`src/design/kld_keypad_cfg.svh`:
```
// Keypad LED controller constants: register offsets, field positions,
// reset values and PWM timing figures.
// Assumes a 100 MHz core clock; included by bare name.
`ifndef KLD_KEYPAD_CFG_SVH
`define KLD_KEYPAD_CFG_SVH

// ----------------------------------------------------------------------
// Register offsets
// ----------------------------------------------------------------------
`define KLD_OFS_CONTROL       8'h00
`define KLD_OFS_BRIGHT_BAL    8'h01
`define KLD_OFS_CUR_SCALE     8'h02

// ----------------------------------------------------------------------
// Control register fields
// ----------------------------------------------------------------------
`define KLD_CTL_SINK_A_ON     0
`define KLD_CTL_SINK_B_ON     1
`define KLD_CTL_SINK_C_ON     2
`define KLD_CTL_INT_DUTY      3
`define KLD_CTL_BLOCK_EN      4
`define KLD_CTL_SINK_MODE     5
`define KLD_CTL_RESET         8'h20
`define KLD_CTL_MASK          8'h3F

// ----------------------------------------------------------------------
// Brightness and balance register fields
// ----------------------------------------------------------------------
`define KLD_BB_BAL_HI         6
`define KLD_BB_BAL_LO         4
`define KLD_BB_BRI_HI         3
`define KLD_BB_BRI_LO         1
`define KLD_BB_OVERLAP        0
`define KLD_BB_RESET          8'h00
`define KLD_BB_MASK           8'h7F

// ----------------------------------------------------------------------
// Current scale register fields
// ----------------------------------------------------------------------
`define KLD_CS_SINK_A_LO      4
`define KLD_CS_SINK_B_LO      2
`define KLD_CS_SINK_C_LO      0
`define KLD_CS_RESET          8'h00
`define KLD_CS_MASK           8'h3F
`define KLD_LIMIT_RESET       9'h049

// ----------------------------------------------------------------------
// Timing
// ----------------------------------------------------------------------
`define KLD_CLK_MHZ           100
`define KLD_FRAME_US          50
`define KLD_FRAME_CYCLES      (`KLD_FRAME_US * `KLD_CLK_MHZ)

`endif

```
`src/design/kld_keypad_pkg.sv`:
```
// Keypad LED controller types.
// Assumes kld_keypad_cfg.svh holds the numeric constants.
package kld_keypad_pkg;

   typedef logic [2:0] kld_code_t;
   typedef logic [1:0] kld_scale_t;
   typedef logic [7:0] kld_byte_t;

endpackage

```
`src/design/kld_keypad_ctrl.sv`:
```
// Keypad LED sink controller: register file, drive source selection and
// registered sink outputs.
// Assumes a register access port from the host and synchronous inputs.
//
// Overview of operation
// - Mode bit high selects switch, low current
// - Sink mode resets to switch mode
// - Each output needs its own on bit
// - Balance 6:4, brightness 3:1, overlap bit 0
// - Brightness code sets logarithmic duty ratio
// - Balance code splits slots, non-overlapping only
// - Overlap mode switches all outputs together
// - Slots share 50 us frame, scaled by brightness
// - Direct mode follows on bits, ignores brightness
// - Scale register holds two bits per output
// - Scale code gives quarter steps of maximum
// - Per-output select picks external PWM followers
// - External PWM input is active high
// - Without internal PWM, selected outputs follow pin
// - With internal PWM, pin gates it by AND
// - Internal PWM runs at 20 kHz
`timescale 1ns/1ns
`include "kld_keypad_cfg.svh"

module kld_keypad_ctrl
   import kld_keypad_pkg::*;
#(
   parameter int FRAME_CYCLES = `KLD_FRAME_CYCLES,
   parameter int CNT_W        = 16
)
(
   input  wire logic             clock,
   input  wire logic             rst_n,
   input  wire kld_byte_t        regAddr,
   input  wire kld_byte_t        regWrData,
   input  wire logic             regWrEn,
   input  wire logic             regRdEn,
   output kld_byte_t             regRdData,
   input  wire logic             pwmPinEnable,
   input  wire logic             sinkAExternalDutySelect,
   input  wire logic             sinkBExternalDutySelect,
   input  wire logic             sinkCExternalDutySelect,
   input  wire logic             extPwm,
   output logic                  sinkAOutput,
   output logic                  sinkBOutput,
   output logic                  sinkCOutput,
   output logic                  sinkModeSelect,
   output logic      [2:0]       sinkALimit,
   output logic      [2:0]       sinkBLimit,
   output logic      [2:0]       sinkCLimit
);

   kld_byte_t        ctrl_r;
   kld_byte_t        ctrl_nxt;
   kld_byte_t        brightBal_r;
   kld_byte_t        brightBal_nxt;
   kld_byte_t        curScale_r;
   kld_byte_t        curScale_nxt;
   kld_byte_t        rdData_r;
   kld_byte_t        rdData_nxt;
   logic      [2:0]  out_r;
   logic      [2:0]  out_nxt;
   logic      [8:0]  limit_r;
   logic      [8:0]  limit_nxt;
   logic      [2:0]  onBit;
   logic      [2:0]  extSel;
   logic      [2:0]  intDuty;
   kld_scale_t       scale     [3];
   logic             blockEn;
   logic             intSel;

   // ----------------------------------------------------------------------
   // Register file
   // ----------------------------------------------------------------------
   // Writes land next edge; reserved bits are kept at zero
   always_comb
   begin
      ctrl_nxt      = ctrl_r;
      brightBal_nxt = brightBal_r;
      curScale_nxt  = curScale_r;
      if (regWrEn)
      begin
         case (regAddr)
            `KLD_OFS_CONTROL:    ctrl_nxt      = regWrData & `KLD_CTL_MASK;
            `KLD_OFS_BRIGHT_BAL: brightBal_nxt = regWrData & `KLD_BB_MASK;
            `KLD_OFS_CUR_SCALE:  curScale_nxt  = regWrData & `KLD_CS_MASK;
            default:             ctrl_nxt      = ctrl_r;
         endcase
      end
   end

   // Read data is held until the next read; unmapped offsets read zero
   always_comb
   begin
      rdData_nxt = rdData_r;
      if (regRdEn)
      begin
         case (regAddr)
            `KLD_OFS_CONTROL:    rdData_nxt = ctrl_r;
            `KLD_OFS_BRIGHT_BAL: rdData_nxt = brightBal_r;
            `KLD_OFS_CUR_SCALE:  rdData_nxt = curScale_r;
            default:             rdData_nxt = 8'h00;
         endcase
      end
   end

   always_ff @(posedge clock)
   begin
      if (!rst_n)
      begin
         ctrl_r      <= `KLD_CTL_RESET;
         brightBal_r <= `KLD_BB_RESET;
         curScale_r  <= `KLD_CS_RESET;
         rdData_r    <= 8'h00;
      end
      else
      begin
         ctrl_r      <= ctrl_nxt;
         brightBal_r <= brightBal_nxt;
         curScale_r  <= curScale_nxt;
         rdData_r    <= rdData_nxt;
      end
   end

   assign regRdData      = rdData_r;
   assign sinkModeSelect = ctrl_r[`KLD_CTL_SINK_MODE];

   // ----------------------------------------------------------------------
   // Internal PWM
   // ----------------------------------------------------------------------
   // Host must set enable and internal select for this path to be used
   kld_slot_gen #(
      .FRAME_CYCLES (FRAME_CYCLES),
      .CNT_W        (CNT_W)
   ) u_slot_gen (
      .clock        (clock),
      .rst_n        (rst_n),
      .brightCode   (brightBal_r[`KLD_BB_BRI_HI:`KLD_BB_BRI_LO]),
      .balanceCode  (brightBal_r[`KLD_BB_BAL_HI:`KLD_BB_BAL_LO]),
      .overlapSel   (brightBal_r[`KLD_BB_OVERLAP]),
      .intDuty      (intDuty)
   );

   // ----------------------------------------------------------------------
   // Output drive
   // ----------------------------------------------------------------------
   assign blockEn  = ctrl_r[`KLD_CTL_BLOCK_EN];
   assign intSel   = ctrl_r[`KLD_CTL_INT_DUTY];
   assign onBit    = {ctrl_r[`KLD_CTL_SINK_C_ON], ctrl_r[`KLD_CTL_SINK_B_ON],
                      ctrl_r[`KLD_CTL_SINK_A_ON]};
   // Pin select only counts when the pin is given over to PWM
   assign extSel   = {sinkCExternalDutySelect, sinkBExternalDutySelect,
                      sinkAExternalDutySelect} & {3{pwmPinEnable}};
   assign scale[0] = curScale_r[`KLD_CS_SINK_A_LO +: 2];
   assign scale[1] = curScale_r[`KLD_CS_SINK_B_LO +: 2];
   assign scale[2] = curScale_r[`KLD_CS_SINK_C_LO +: 2];

   // Per-output source choice and current limit in quarters of maximum
   genvar gi;
   generate
      for (gi = 0; gi < 3; gi++)
      begin : g_sink
         assign out_nxt[gi] = blockEn & onBit[gi] &
            (extSel[gi] ? (intSel ? (intDuty[gi] & extPwm)
                                  : extPwm)
                        : (intSel ? intDuty[gi] : 1'b1));
         assign limit_nxt[gi*3 +: 3] = {1'b0, scale[gi]} + 3'h1;
      end
   endgenerate

   always_ff @(posedge clock)
   begin
      if (!rst_n)
      begin
         out_r   <= 3'h0;
         limit_r <= `KLD_LIMIT_RESET;
      end
      else
      begin
         out_r   <= out_nxt;
         limit_r <= limit_nxt;
      end
   end

   assign sinkAOutput = out_r[0];
   assign sinkBOutput = out_r[1];
   assign sinkCOutput = out_r[2];
   assign sinkALimit  = limit_r[2:0];
   assign sinkBLimit  = limit_r[5:3];
   assign sinkCLimit  = limit_r[8:6];

   // ----------------------------------------------------------------------
   // Checks
   // ----------------------------------------------------------------------
   a_block_off: assert property (@(posedge clock) disable iff (!rst_n)
      !blockEn |=> out_r == 3'h0)
      else $error("outputs on while keypad disabled");
   a_on_bit: assert property (@(posedge clock) disable iff (!rst_n)
      !onBit[0] |=> !sinkAOutput)
      else $error("output on without its on bit");
   a_direct_drive: assert property (@(posedge clock) disable iff (!rst_n)
      blockEn && !intSel && !extSel[1] && onBit[1] |=> sinkBOutput)
      else $error("direct mode output not held on");
   a_ext_follow: assert property (@(posedge clock) disable iff (!rst_n)
      blockEn && !intSel && extSel[2] && onBit[2]
      |=> sinkCOutput == $past(extPwm))
      else $error("selected output does not follow pin");
   a_ext_gate: assert property (@(posedge clock) disable iff (!rst_n)
      intSel && extSel[0] && !extPwm |=> !sinkAOutput)
      else $error("internal duty passed while pin low");
   a_ext_ignore: assert property (@(posedge clock) disable iff (!rst_n)
      blockEn && intSel && !extSel[0] && onBit[0]
      |=> sinkAOutput == $past(intDuty[0]))
      else $error("unselected output reacted to pin");
   a_mode_reset: assert property (@(posedge clock)
      !rst_n |=> sinkModeSelect)
      else $error("sink mode not switch after reset");
   a_mode_write: assert property (@(posedge clock) disable iff (!rst_n)
      regWrEn && regAddr == `KLD_OFS_CONTROL
      |=> sinkModeSelect == $past(regWrData[`KLD_CTL_SINK_MODE]))
      else $error("sink mode bit not taken");
   a_scale_map: assert property (@(posedge clock) disable iff (!rst_n)
      regWrEn && regAddr == `KLD_OFS_CUR_SCALE
      |=> ##1 sinkALimit == {1'b0, $past(regWrData[5:4], 2)} + 3'h1)
      else $error("current limit does not match scale");
   a_bal_read: assert property (@(posedge clock) disable iff (!rst_n)
      regWrEn && regAddr == `KLD_OFS_BRIGHT_BAL ##1 !regWrEn ##1 regRdEn && !regWrEn
      && regAddr == `KLD_OFS_BRIGHT_BAL
      |=> regRdData == ($past(regWrData, 3) & `KLD_BB_MASK))
      else $error("brightness register read back wrong");

   c_direct:  cover property (@(posedge clock) disable iff (!rst_n)
      blockEn && !intSel && sinkAOutput);
   c_int_pwm: cover property (@(posedge clock) disable iff (!rst_n)
      intSel && $rose(sinkBOutput));
   c_ext_pin: cover property (@(posedge clock) disable iff (!rst_n)
      extSel[2] && $fell(sinkCOutput));
   c_cc_mode: cover property (@(posedge clock) disable iff (!rst_n)
      !sinkModeSelect && sinkCLimit == 3'h4);

endmodule

```
`src/design/kld_slot_gen.sv`:
```
// Internal keypad PWM: frame counter plus brightness and balance decode.
// Assumes a free running clock; codes come from the register file.
`timescale 1ns/1ns
`include "kld_keypad_cfg.svh"

module kld_slot_gen
   import kld_keypad_pkg::*;
#(
   parameter int FRAME_CYCLES = `KLD_FRAME_CYCLES,
   parameter int CNT_W        = 16
)
(
   input  wire logic             clock,
   input  wire logic             rst_n,
   input  wire kld_code_t        brightCode,
   input  wire kld_code_t        balanceCode,
   input  wire logic             overlapSel,
   output logic      [2:0]       intDuty
);

   logic [CNT_W-1:0] cnt_r;
   logic [CNT_W-1:0] cnt_nxt;
   logic [2:0]       duty_r;
   logic [2:0]       duty_nxt;
   logic [CNT_W-1:0] len;
   logic             win;
   logic [CNT_W+1:0] p1;
   logic [CNT_W+1:0] p2;
   logic [CNT_W+1:0] p3;
   logic [CNT_W+1:0] p4;
   logic [CNT_W+1:0] l1;
   logic [CNT_W+1:0] l2;
   logic [CNT_W+1:0] l3;

   // ----------------------------------------------------------------------
   // Frame counter
   // ----------------------------------------------------------------------
   // One frame per PWM period, 20 kHz at the nominal clock
   always_comb
   begin
      if (cnt_r == CNT_W'(FRAME_CYCLES - 1))
         cnt_nxt = '0;
      else
         cnt_nxt = cnt_r + 1'b1;
   end

   always_ff @(posedge clock)
   begin
      if (!rst_n)
         cnt_r <= '0;
      else
         cnt_r <= cnt_nxt;
   end

   // ----------------------------------------------------------------------
   // Duty decode
   // ----------------------------------------------------------------------
   // Active length halves for each step down from full brightness to code 1; code 0 gives none
   always_comb
   begin
      if (brightCode == 3'h0)
         len = '0;
      else
         len = CNT_W'(FRAME_CYCLES) >> (3'h7 - brightCode);
   end

   // Slot boundaries scale with the active length, so dim frames end with a dark tail
   assign win = (cnt_r < len);
   assign p1  = {2'b00, cnt_r};
   assign p2  = p1 << 1;
   assign p3  = p1 + p2;
   assign p4  = p1 << 2;
   assign l1  = {2'b00, len};
   assign l2  = l1 << 1;
   assign l3  = l1 + l2;

   // Overlap drives all together; otherwise each slot belongs to one output
   always_comb
   begin
      duty_nxt = 3'h0;
      if (overlapSel)
         duty_nxt = {3{win}};
      else
      begin
         case (balanceCode)
            3'h0: duty_nxt = {2'b00, win};
            3'h1: duty_nxt = {1'b0, win, 1'b0};
            3'h2: duty_nxt = {win, 2'b00};
            3'h3: duty_nxt = {1'b0, win & !(p2 < l1), win & (p2 < l1)};
            3'h4: duty_nxt = {win & !(p2 < l1), win & (p2 < l1), 1'b0};
            3'h5: duty_nxt = {win & !(p2 < l1), 1'b0, win & (p2 < l1)};
            3'h6: duty_nxt = {win & !(p3 < l2), win & !(p3 < l1) & (p3 < l2),
                              win & (p3 < l1)};
            3'h7: duty_nxt = {win & !(p4 < l3), win & !(p2 < l1) & (p4 < l3),
                              win & (p2 < l1)};
            default: duty_nxt = 3'h0;
         endcase
      end
   end

   always_ff @(posedge clock)
   begin
      if (!rst_n)
         duty_r <= 3'h0;
      else
         duty_r <= duty_nxt;
   end

   assign intDuty = duty_r;

   // ----------------------------------------------------------------------
   // Checks
   // ----------------------------------------------------------------------
   a_frame_wrap: assert property (@(posedge clock) disable iff (!rst_n)
      cnt_r == CNT_W'(FRAME_CYCLES - 1) |=> cnt_r == '0)
      else $error("frame counter did not wrap");
   a_zero_bright: assert property (@(posedge clock) disable iff (!rst_n)
      brightCode == 3'h0 |=> duty_r == 3'h0)
      else $error("zero brightness still drives");
   a_overlap_full: assert property (@(posedge clock) disable iff (!rst_n)
      overlapSel && brightCode == 3'h7 |=> duty_r == 3'h7)
      else $error("overlap full brightness not all on");
   a_slot_excl: assert property (@(posedge clock) disable iff (!rst_n)
      !overlapSel |=> $onehot0(duty_r))
      else $error("slots overlap in non-overlapping mode");
   a_half_tail: assert property (@(posedge clock) disable iff (!rst_n)
      !overlapSel && brightCode == 3'h6 && 32'(cnt_r) >= FRAME_CYCLES / 2
      |=> duty_r == 3'h0)
      else $error("half brightness tail not dark");

endmodule

```
`config.mk`:
```
export PLATFORM = sky130hd
export DESIGN_NAME = kld_keypad_ctrl
export DESIGN_NICKNAME = d
export VERILOG_FILES = /design/src/design/kld_keypad_pkg.sv /design/src/design/kld_keypad_ctrl.sv /design/src/design/kld_slot_gen.sv
export VERILOG_INCLUDE_DIRS = /design/src /design/src/design
export SDC_FILE = /design/constraint.sdc
export NUM_CORES = 1
export LEC_CHECK = 0
export BUFFER_PORTS_ARGS = -buffer_cell sky130_fd_sc_hd__clkbuf_2
export CORE_MARGIN = 5
export CORE_UTILIZATION = 30
export CTS_CLUSTER_DIAMETER = 200
export DETAILED_ROUTE_END_ITERATION = 7
export PLACE_DENSITY = 0.44
export REMOVE_ABC_BUFFERS = 1
export SLEW_MARGIN = 25
export SYNTH_ARGS = -nofsm -noshare
export SYNTH_HDL_FRONTEND = slang
export SYNTH_SLANG_ARGS = --single-unit
```
`constraint.sdc`:
```
create_clock -name clock -period 7.25 [get_ports clock]
set_input_delay 2.175 -clock clock [delete_from_list [all_inputs] [get_ports clock]]
set_output_delay 2.175 -clock clock [all_outputs]
set_load 0.005 [all_outputs]
```
== After elaboration in Yosys (flattened, before gate mapping) ==
Cells that the tools add are included.

* Register bits after elaboration: 58
* Output and inout bits: 21

* Add/subtract/negate cells: 7
* $lt $le $gt $ge: 5
* Equality and inequality tests: 10
* Shifts and indexed selects: 1
* Multiplexer cells: 13
* Bitwise logic cells: 19
* Reductions and logical operators: 11

{| class="wikitable"
|+ Operators with widths
! cell !! number
|-
| 16-bit by 17-bit adder with 18-bit output || 2
|-
| 3-bit one-hot mux with 8 select lines || 1
|-
| 7-bit one-hot mux with 3 select lines || 1
|-
| 18-bit by 16-bit < comparator with 1-bit output || 1
|-
| 18-bit by 17-bit < comparator with 1-bit output || 1
|-
| 18-bit < comparator || 1
|-
| 1-bit AND || 17
|-
| 17-bit by 16-bit < comparator with 1-bit output || 1
|-
| 16-bit by 1-bit adder with 16-bit output (second input constant) || 1
|-
| 16-bit by 13-bit equality test with 1-bit output (second input constant) || 1
|-
| 16-bit < comparator || 1
|-
| 16-bit two-way mux || 1
|-
| 13-bit by 3-bit >> shifter with 16-bit output (first input constant) || 1
|-
| 3-bit equality test (second input constant) || 4
|-
| 2-bit by 1-bit adder with 3-bit output (second input constant) || 3
|-
| 1-bit two-way mux || 9
|-
| 8-bit by 1-bit equality test with 1-bit output (second input constant) || 1
|-
| 8-bit by 2-bit equality test with 1-bit output (second input constant) || 1
|-
| 8-bit zero test || 1
|-
| 3-bit by 2-bit equality test with 1-bit output (second input constant) || 2
|-
| 3-bit zero test || 2
|-
| 2-bit AND reduction || 3
|-
| 1-bit zero test || 4
|-
| 3-bit AND || 1
|-
| 5 further kinds || 5
|}

== Longest topological paths before layout ==
* Depth in word-level cells: 9
* Mapped depth: 25
* Gate-level depth less buffers: 22

== By module ==
From an unflattened synthesis, not the netlist that was laid out.

* Cell total of the unflattened synthesis: 653
* Area total of the unflattened synthesis: 5501.5 um2

{| class="wikitable"
|+ Modules (own cells, without submodules)
! module !! instances !! cells an instance !! area an instance (um2) !! sequential area each (um2)
|-
| kld_slot_gen || 1 || 496 || 3942.5 || 380.4
|-
| kld_keypad_ctrl || 1 || 157 || 1559.0 || 760.7
|}

== Worst setup path before layout ==
OpenSTA, ideal clock, no wires.

* Kind: register to register
* Start point: reg brightBal_r[2]
* End point: reg u_slot_gen.duty_r[1], in the netlist u_slot_gen.intDuty[1]
* Data arrival time: 4.781 ns
* Data required time: 7.191 ns
* Path slack: 2.410 ns
* Cell stages (with the launch flop): 25
* Clock period less this slack: 4.840 ns
* Path through: dfxtp_1 buf_2 buf_1 inv_1 ha_1 nand2_1 inv_1 nor2_1 inv_1 fa_1 a221o_1 a221oi_2 o22ai_1 a211oi_2 o311ai_1 a21oi_1 xnor2_1 ha_1 a21oi_1 o21ai_0 a32o_1 nor3_1 nand2_1 nand4b_1 a22o_1

* Word-level cells in the longest chain between the ends: 9
* Elaborated cells between the ends (all ways): 19
* Those cells by class: 2 x add/sub; 5 x order compare; 1 x shift; 3 x mux; 5 x bitwise; 3 x reduce/logical

{| class="wikitable"
|+ Ends and longest elaborated chain
! item !! RTL line !! text
|-
| start: declaration || kld_keypad_ctrl.sv:55 || <nowiki>kld_byte_t brightBal_r;</nowiki>
|-
| start signal: assignment || kld_keypad_ctrl.sv:112 || <nowiki>brightBal_r <= `KLD_BB_RESET;</nowiki>
|-
| start signal: assignment || kld_keypad_ctrl.sv:119 || <nowiki>brightBal_r <= brightBal_nxt;</nowiki>
|-
| 3-bit subtractor || kld_slot_gen.sv:64 || <nowiki>len = CNT_W'(FRAME_CYCLES) >> (3'h7 - brightCode);</nowiki>
|-
| 13-bit by 3-bit >> shifter with 16-bit output || kld_slot_gen.sv:64 ||
|-
| 16-bit two-way mux (*) || kld_slot_gen.sv:61 || <nowiki>if (brightCode == 3'h0)</nowiki>
|-
| parallel branches: the longest is 5 deep, another holds 16-bit by 17-bit adder with 18-bit output || - ||
|-
| 3-bit two-way mux (*) || kld_slot_gen.sv:81 || <nowiki>if (overlapSel)</nowiki>
|-
| end signal: assignment || kld_slot_gen.sv:106 || <nowiki>duty_r <= duty_nxt;</nowiki>
|-
| end: declaration || kld_slot_gen.sv:23 || <nowiki>logic [2:0] duty_r;</nowiki>
|}

Mark *: on every way between the ends.
A chain may end at the register's enable or synchronous reset.

== Final worst setup path ==
Ends and elaborated chain as after synthesis.

==> run metrics <==
WL/cell=15.5 µm; CTS buffer count=9; first-pass GRT wire length=approximately 24,000 µm; VDD IR max=~0.00019 V; status=completed; number of synthesized flops with an enable pin=0; Slew HR=0.450; DRT iter0 DRCs=200; Psw=approximately 0.21 mW; worst-skew pair later-pin latency=0.34 ns; Port-buffer cells=43; CP endpoint kind=flop; Setup CP Type=reg -> reg; Synth area leader=ha_1; worst reg-to-reg setup slack=1.44 ns; Placer Congestion=about 0.86; fin area=0.00616 mm²; CP max-delay cell=dfxtp_1; Post-Synth Adder-Cell Area=0.237; Comb power frac=0.096; Initial Util=0.304; drt pass-1 iters=6; ANT cells=0; Core Region=0.0179 mm²; cell row count=49; actual slew at the worst max-slew pin=around 0.82 ns; # DRC=0; post-synthesis xor/xnor area fraction=0.0531; Reg power frac=0.382; CTS tree=built; synth top area cells=ha_1 (23%), dfxtp_1 (21%), mux2i_1 (5.1%); Fin Setup TNS=0 ns; r2r startpoint=brightBal_r[2]; reg2reg end=u_slot_gen.intDuty[1]; crit-path cells=inv_1 > ha_1 > nand2_1 > inv_1 > nor2_1 > inv_1 > fa_1 > a221o_1 > a221oi_2 > o22ai_1 > a211oi_2 > o311ai_1 > a21oi_1 > xnor2_1 > ha_1 > nand2_1 > nor3_1 > nor4bb_1 > nor3_1 > nand2_1 > nand4b_1 > a22o_1; period utilization=0.801; Final Skew=about 0.005 ns; HP Start=curScale_r[2]; Routed WL=around 14,000 µm; pwr dens=between 100 and 150 mW/mm²; synth-to-layout area growth=13.2%; Slew Viols, Final=0; via count of the first global-routing pass=4,823; hold crit path type=reg -> reg; fmax=0.172 GHz; Area after DPL=0.00585 mm²; Synth top area share=0.228; CP startpoint kind=flop; synth warn=0; FF+latch count, synth=57; Routed Antenna Nets=0; clk sinks=57; vias per cell=5.18; area share of and/or/nand/nor cells after synthesis=0.195; GRT Overall Usage=0.144; post-cts resize count=0; antenna violations before repair=0; top_reg_cell synth=dfxtp_1; worst hold stages=1; largest family of logic cells by synthesized area=adder cells; post-layout min period=5.81 ns; grt ovf=0; Int Power=between 0.6 and 0.7 mW; synthesized area=0.00544 mm²; Die H=145 µm; RSZ-0062 raised after global routing=no; setup bufs post-CTS=0; CP top delay family=compound AO/OA/AOI/OAI gates; Max Cap Viol=0; pre-CTS WS=around 1.4 ns; Post-Syn Instances=650; Clock Power Share=0.522; Worst Path Required=roughly 7.5 ns; H-tree lvl count=3; Hold Violations, Final=0; Max Buffers Root-to-Sink=2; leakage power=between 2 and 3 nW; mux share of post-synthesis cell area=0.0515; share of layout cells above drive strength 1=0.113; WP data arrival=6.03 ns; Worst path max stage delay=0.77 ns; post-synth cell types=a little over 70; nets@finish=809; worst setup margin=1.44 ns; cts hold-fix bufs=0; Synth Area in Compound Gates=0.205; CTS root buf=clkbuf_16; Top Ports=46; worst path bufs/invs=3; Die Wd=145 µm; area of the die=0.0209 mm²; Synth Area per Inst=8.37 µm²; Reg2Reg Depth=22; Worst Hold End=limit_r[3]; vias=4,753; clk slew on worst S/H paths=0.05 ns; hpwl dp=11,600 µm; Post-synth ARST share=0; final setup violation count=0; post-synthesis sequential area ratio=0.210; maximum net fanout on the critical path=20; largest net degree at the start of global routing=41; Switching Fraction=0.249
## through the flow
stage	utilization	std cells	hold slack [ns]	power [mW]
2_1_floorplan	-	627	0.388	0.376
3_3_place_gp	0.327	901	0.417	0.406
3_5_place_dp	0.327	901	0.415	0.408
4_1_cts	0.344	917	0.428	0.851
5_1_grt	0.344	917	0.443	0.874
6_report	0.344	917	0.424	0.836
## cells in the final DEF, fill, tap and decap left out, types with 3 or more instances in the layout
cell type	netlist	routed
o21a_1	7	7
o21ai_1	3	3
xor2_1	8	8
nor3_1	10	10
nand3b_1	4	4
o21ai_0	15	15
a211oi_1	8	8
dfxtp_1	57	57
nand2_1	41	41
or3_1	5	5
mux2i_1	28	28
o22ai_1	8	8
a211o_1	3	3
or4_1	4	4
o211ai_1	3	3
a21oi_1	42	42
inv_1	40	40
nand4_1	9	9
clkbuf_16	0	9
xnor2_1	25	25
a311oi_1	4	4
a31oi_1	6	6
a22o_1	3	3
and2_1	15	15
ha_1	99	99
o2111ai_1	6	6
clkbuf_2	0	43
or2_2	3	3
nor2_1	48	48
and3_1	10	10
nor2b_1	28	28
nand3_1	12	12
a21o_1	19	19
nand2b_1	4	4
## sequential cells by signal (all words and copies together), names as in the netlist
register,flops
u_slot_gen.intDuty,3
out_r,3
regRdData,7
brightBal_r,7
ctrl_r,6
u_slot_gen.cnt_r,16
limit_r,9
curScale_r,6
## Yosys cell counts (15+ instances only)
| library cell | count |
|---|---|
| mux2i_1 | 28 |
| nor2b_1 | 28 |
| dfxtp_1 | 57 |
| a21o_1 | 19 |
| nand2_1 | 41 |
| ha_1 | 99 |
| and2_1 | 15 |
| o21ai_0 | 15 |
| inv_1 | 40 |
| xnor2_1 | 25 |
| a21oi_1 | 42 |
| nor2_1 | 48 |
## area by class of cell
cell class / instances / area, µm²
clock buffers: 10 / 239
clock inverters: 6 / 67.6
fillers: 1917 / 11700
inverters: 42 / 158
multi-input cells: 528 / 4040
flip-flops and latches: 57 / 1140
well taps: 229 / 287
repair buffers: 45 / 230
## power groups by stage
stage	Combinational (mW)	Sequential, mW	Clock, mW
after global routing	0.0912	0.320	0.462
after global placement	0.0796	0.327	0
after CTS	0.0816	0.320	0.449
final	0.0803	0.320	0.436
after detailed placement	0.0810	0.327	0
after floorplan	0.0511	0.325	0
## cell families (layout without fill, tap and decap cells)
family | after synthesis | in the layout
other | 1 | 1
AOI/OAI and AO/OA | 160 | 160
buffers and inverters | 65 | 103
xor gates and xnor gates | 33 | 33
muxes | 28 | 28
and+or+nand+nor | 204 | 204
adders and majority gates | 102 | 102
DFF | 57 | 57
## per-layer routing
metal | wire [µm] | global-route usage
met5 | 0 | 0
met4 | 264 | 0.0447
met3 | 437 | 0.0296
met2 | 6690 | 0.237
met1 | 6870 | 0.190
## worst max path at each step
| stage | startpoint | to | slack [ns] | cells after the start |
|---|---|---|---|---|
| 2_1_floorplan | brightBal_r[2] | u_slot_gen.intDuty[1] | 2.54 | 22 |
| 3_3_place_gp | brightBal_r[2] | u_slot_gen.intDuty[1] | 1.52 | 22 |
| 3_5_place_dp | brightBal_r[2] | u_slot_gen.intDuty[1] | 1.43 | 22 |
| 4_1_cts | brightBal_r[2] | u_slot_gen.intDuty[1] | 1.39 | 22 |
| 5_1_grt | brightBal_r[2] | u_slot_gen.intDuty[1] | 0.88 | 22 |
| 6_report | brightBal_r[2] | u_slot_gen.intDuty[1] | 1.44 | 22 |
No activity file was read; power rests on OpenSTA's default activity.
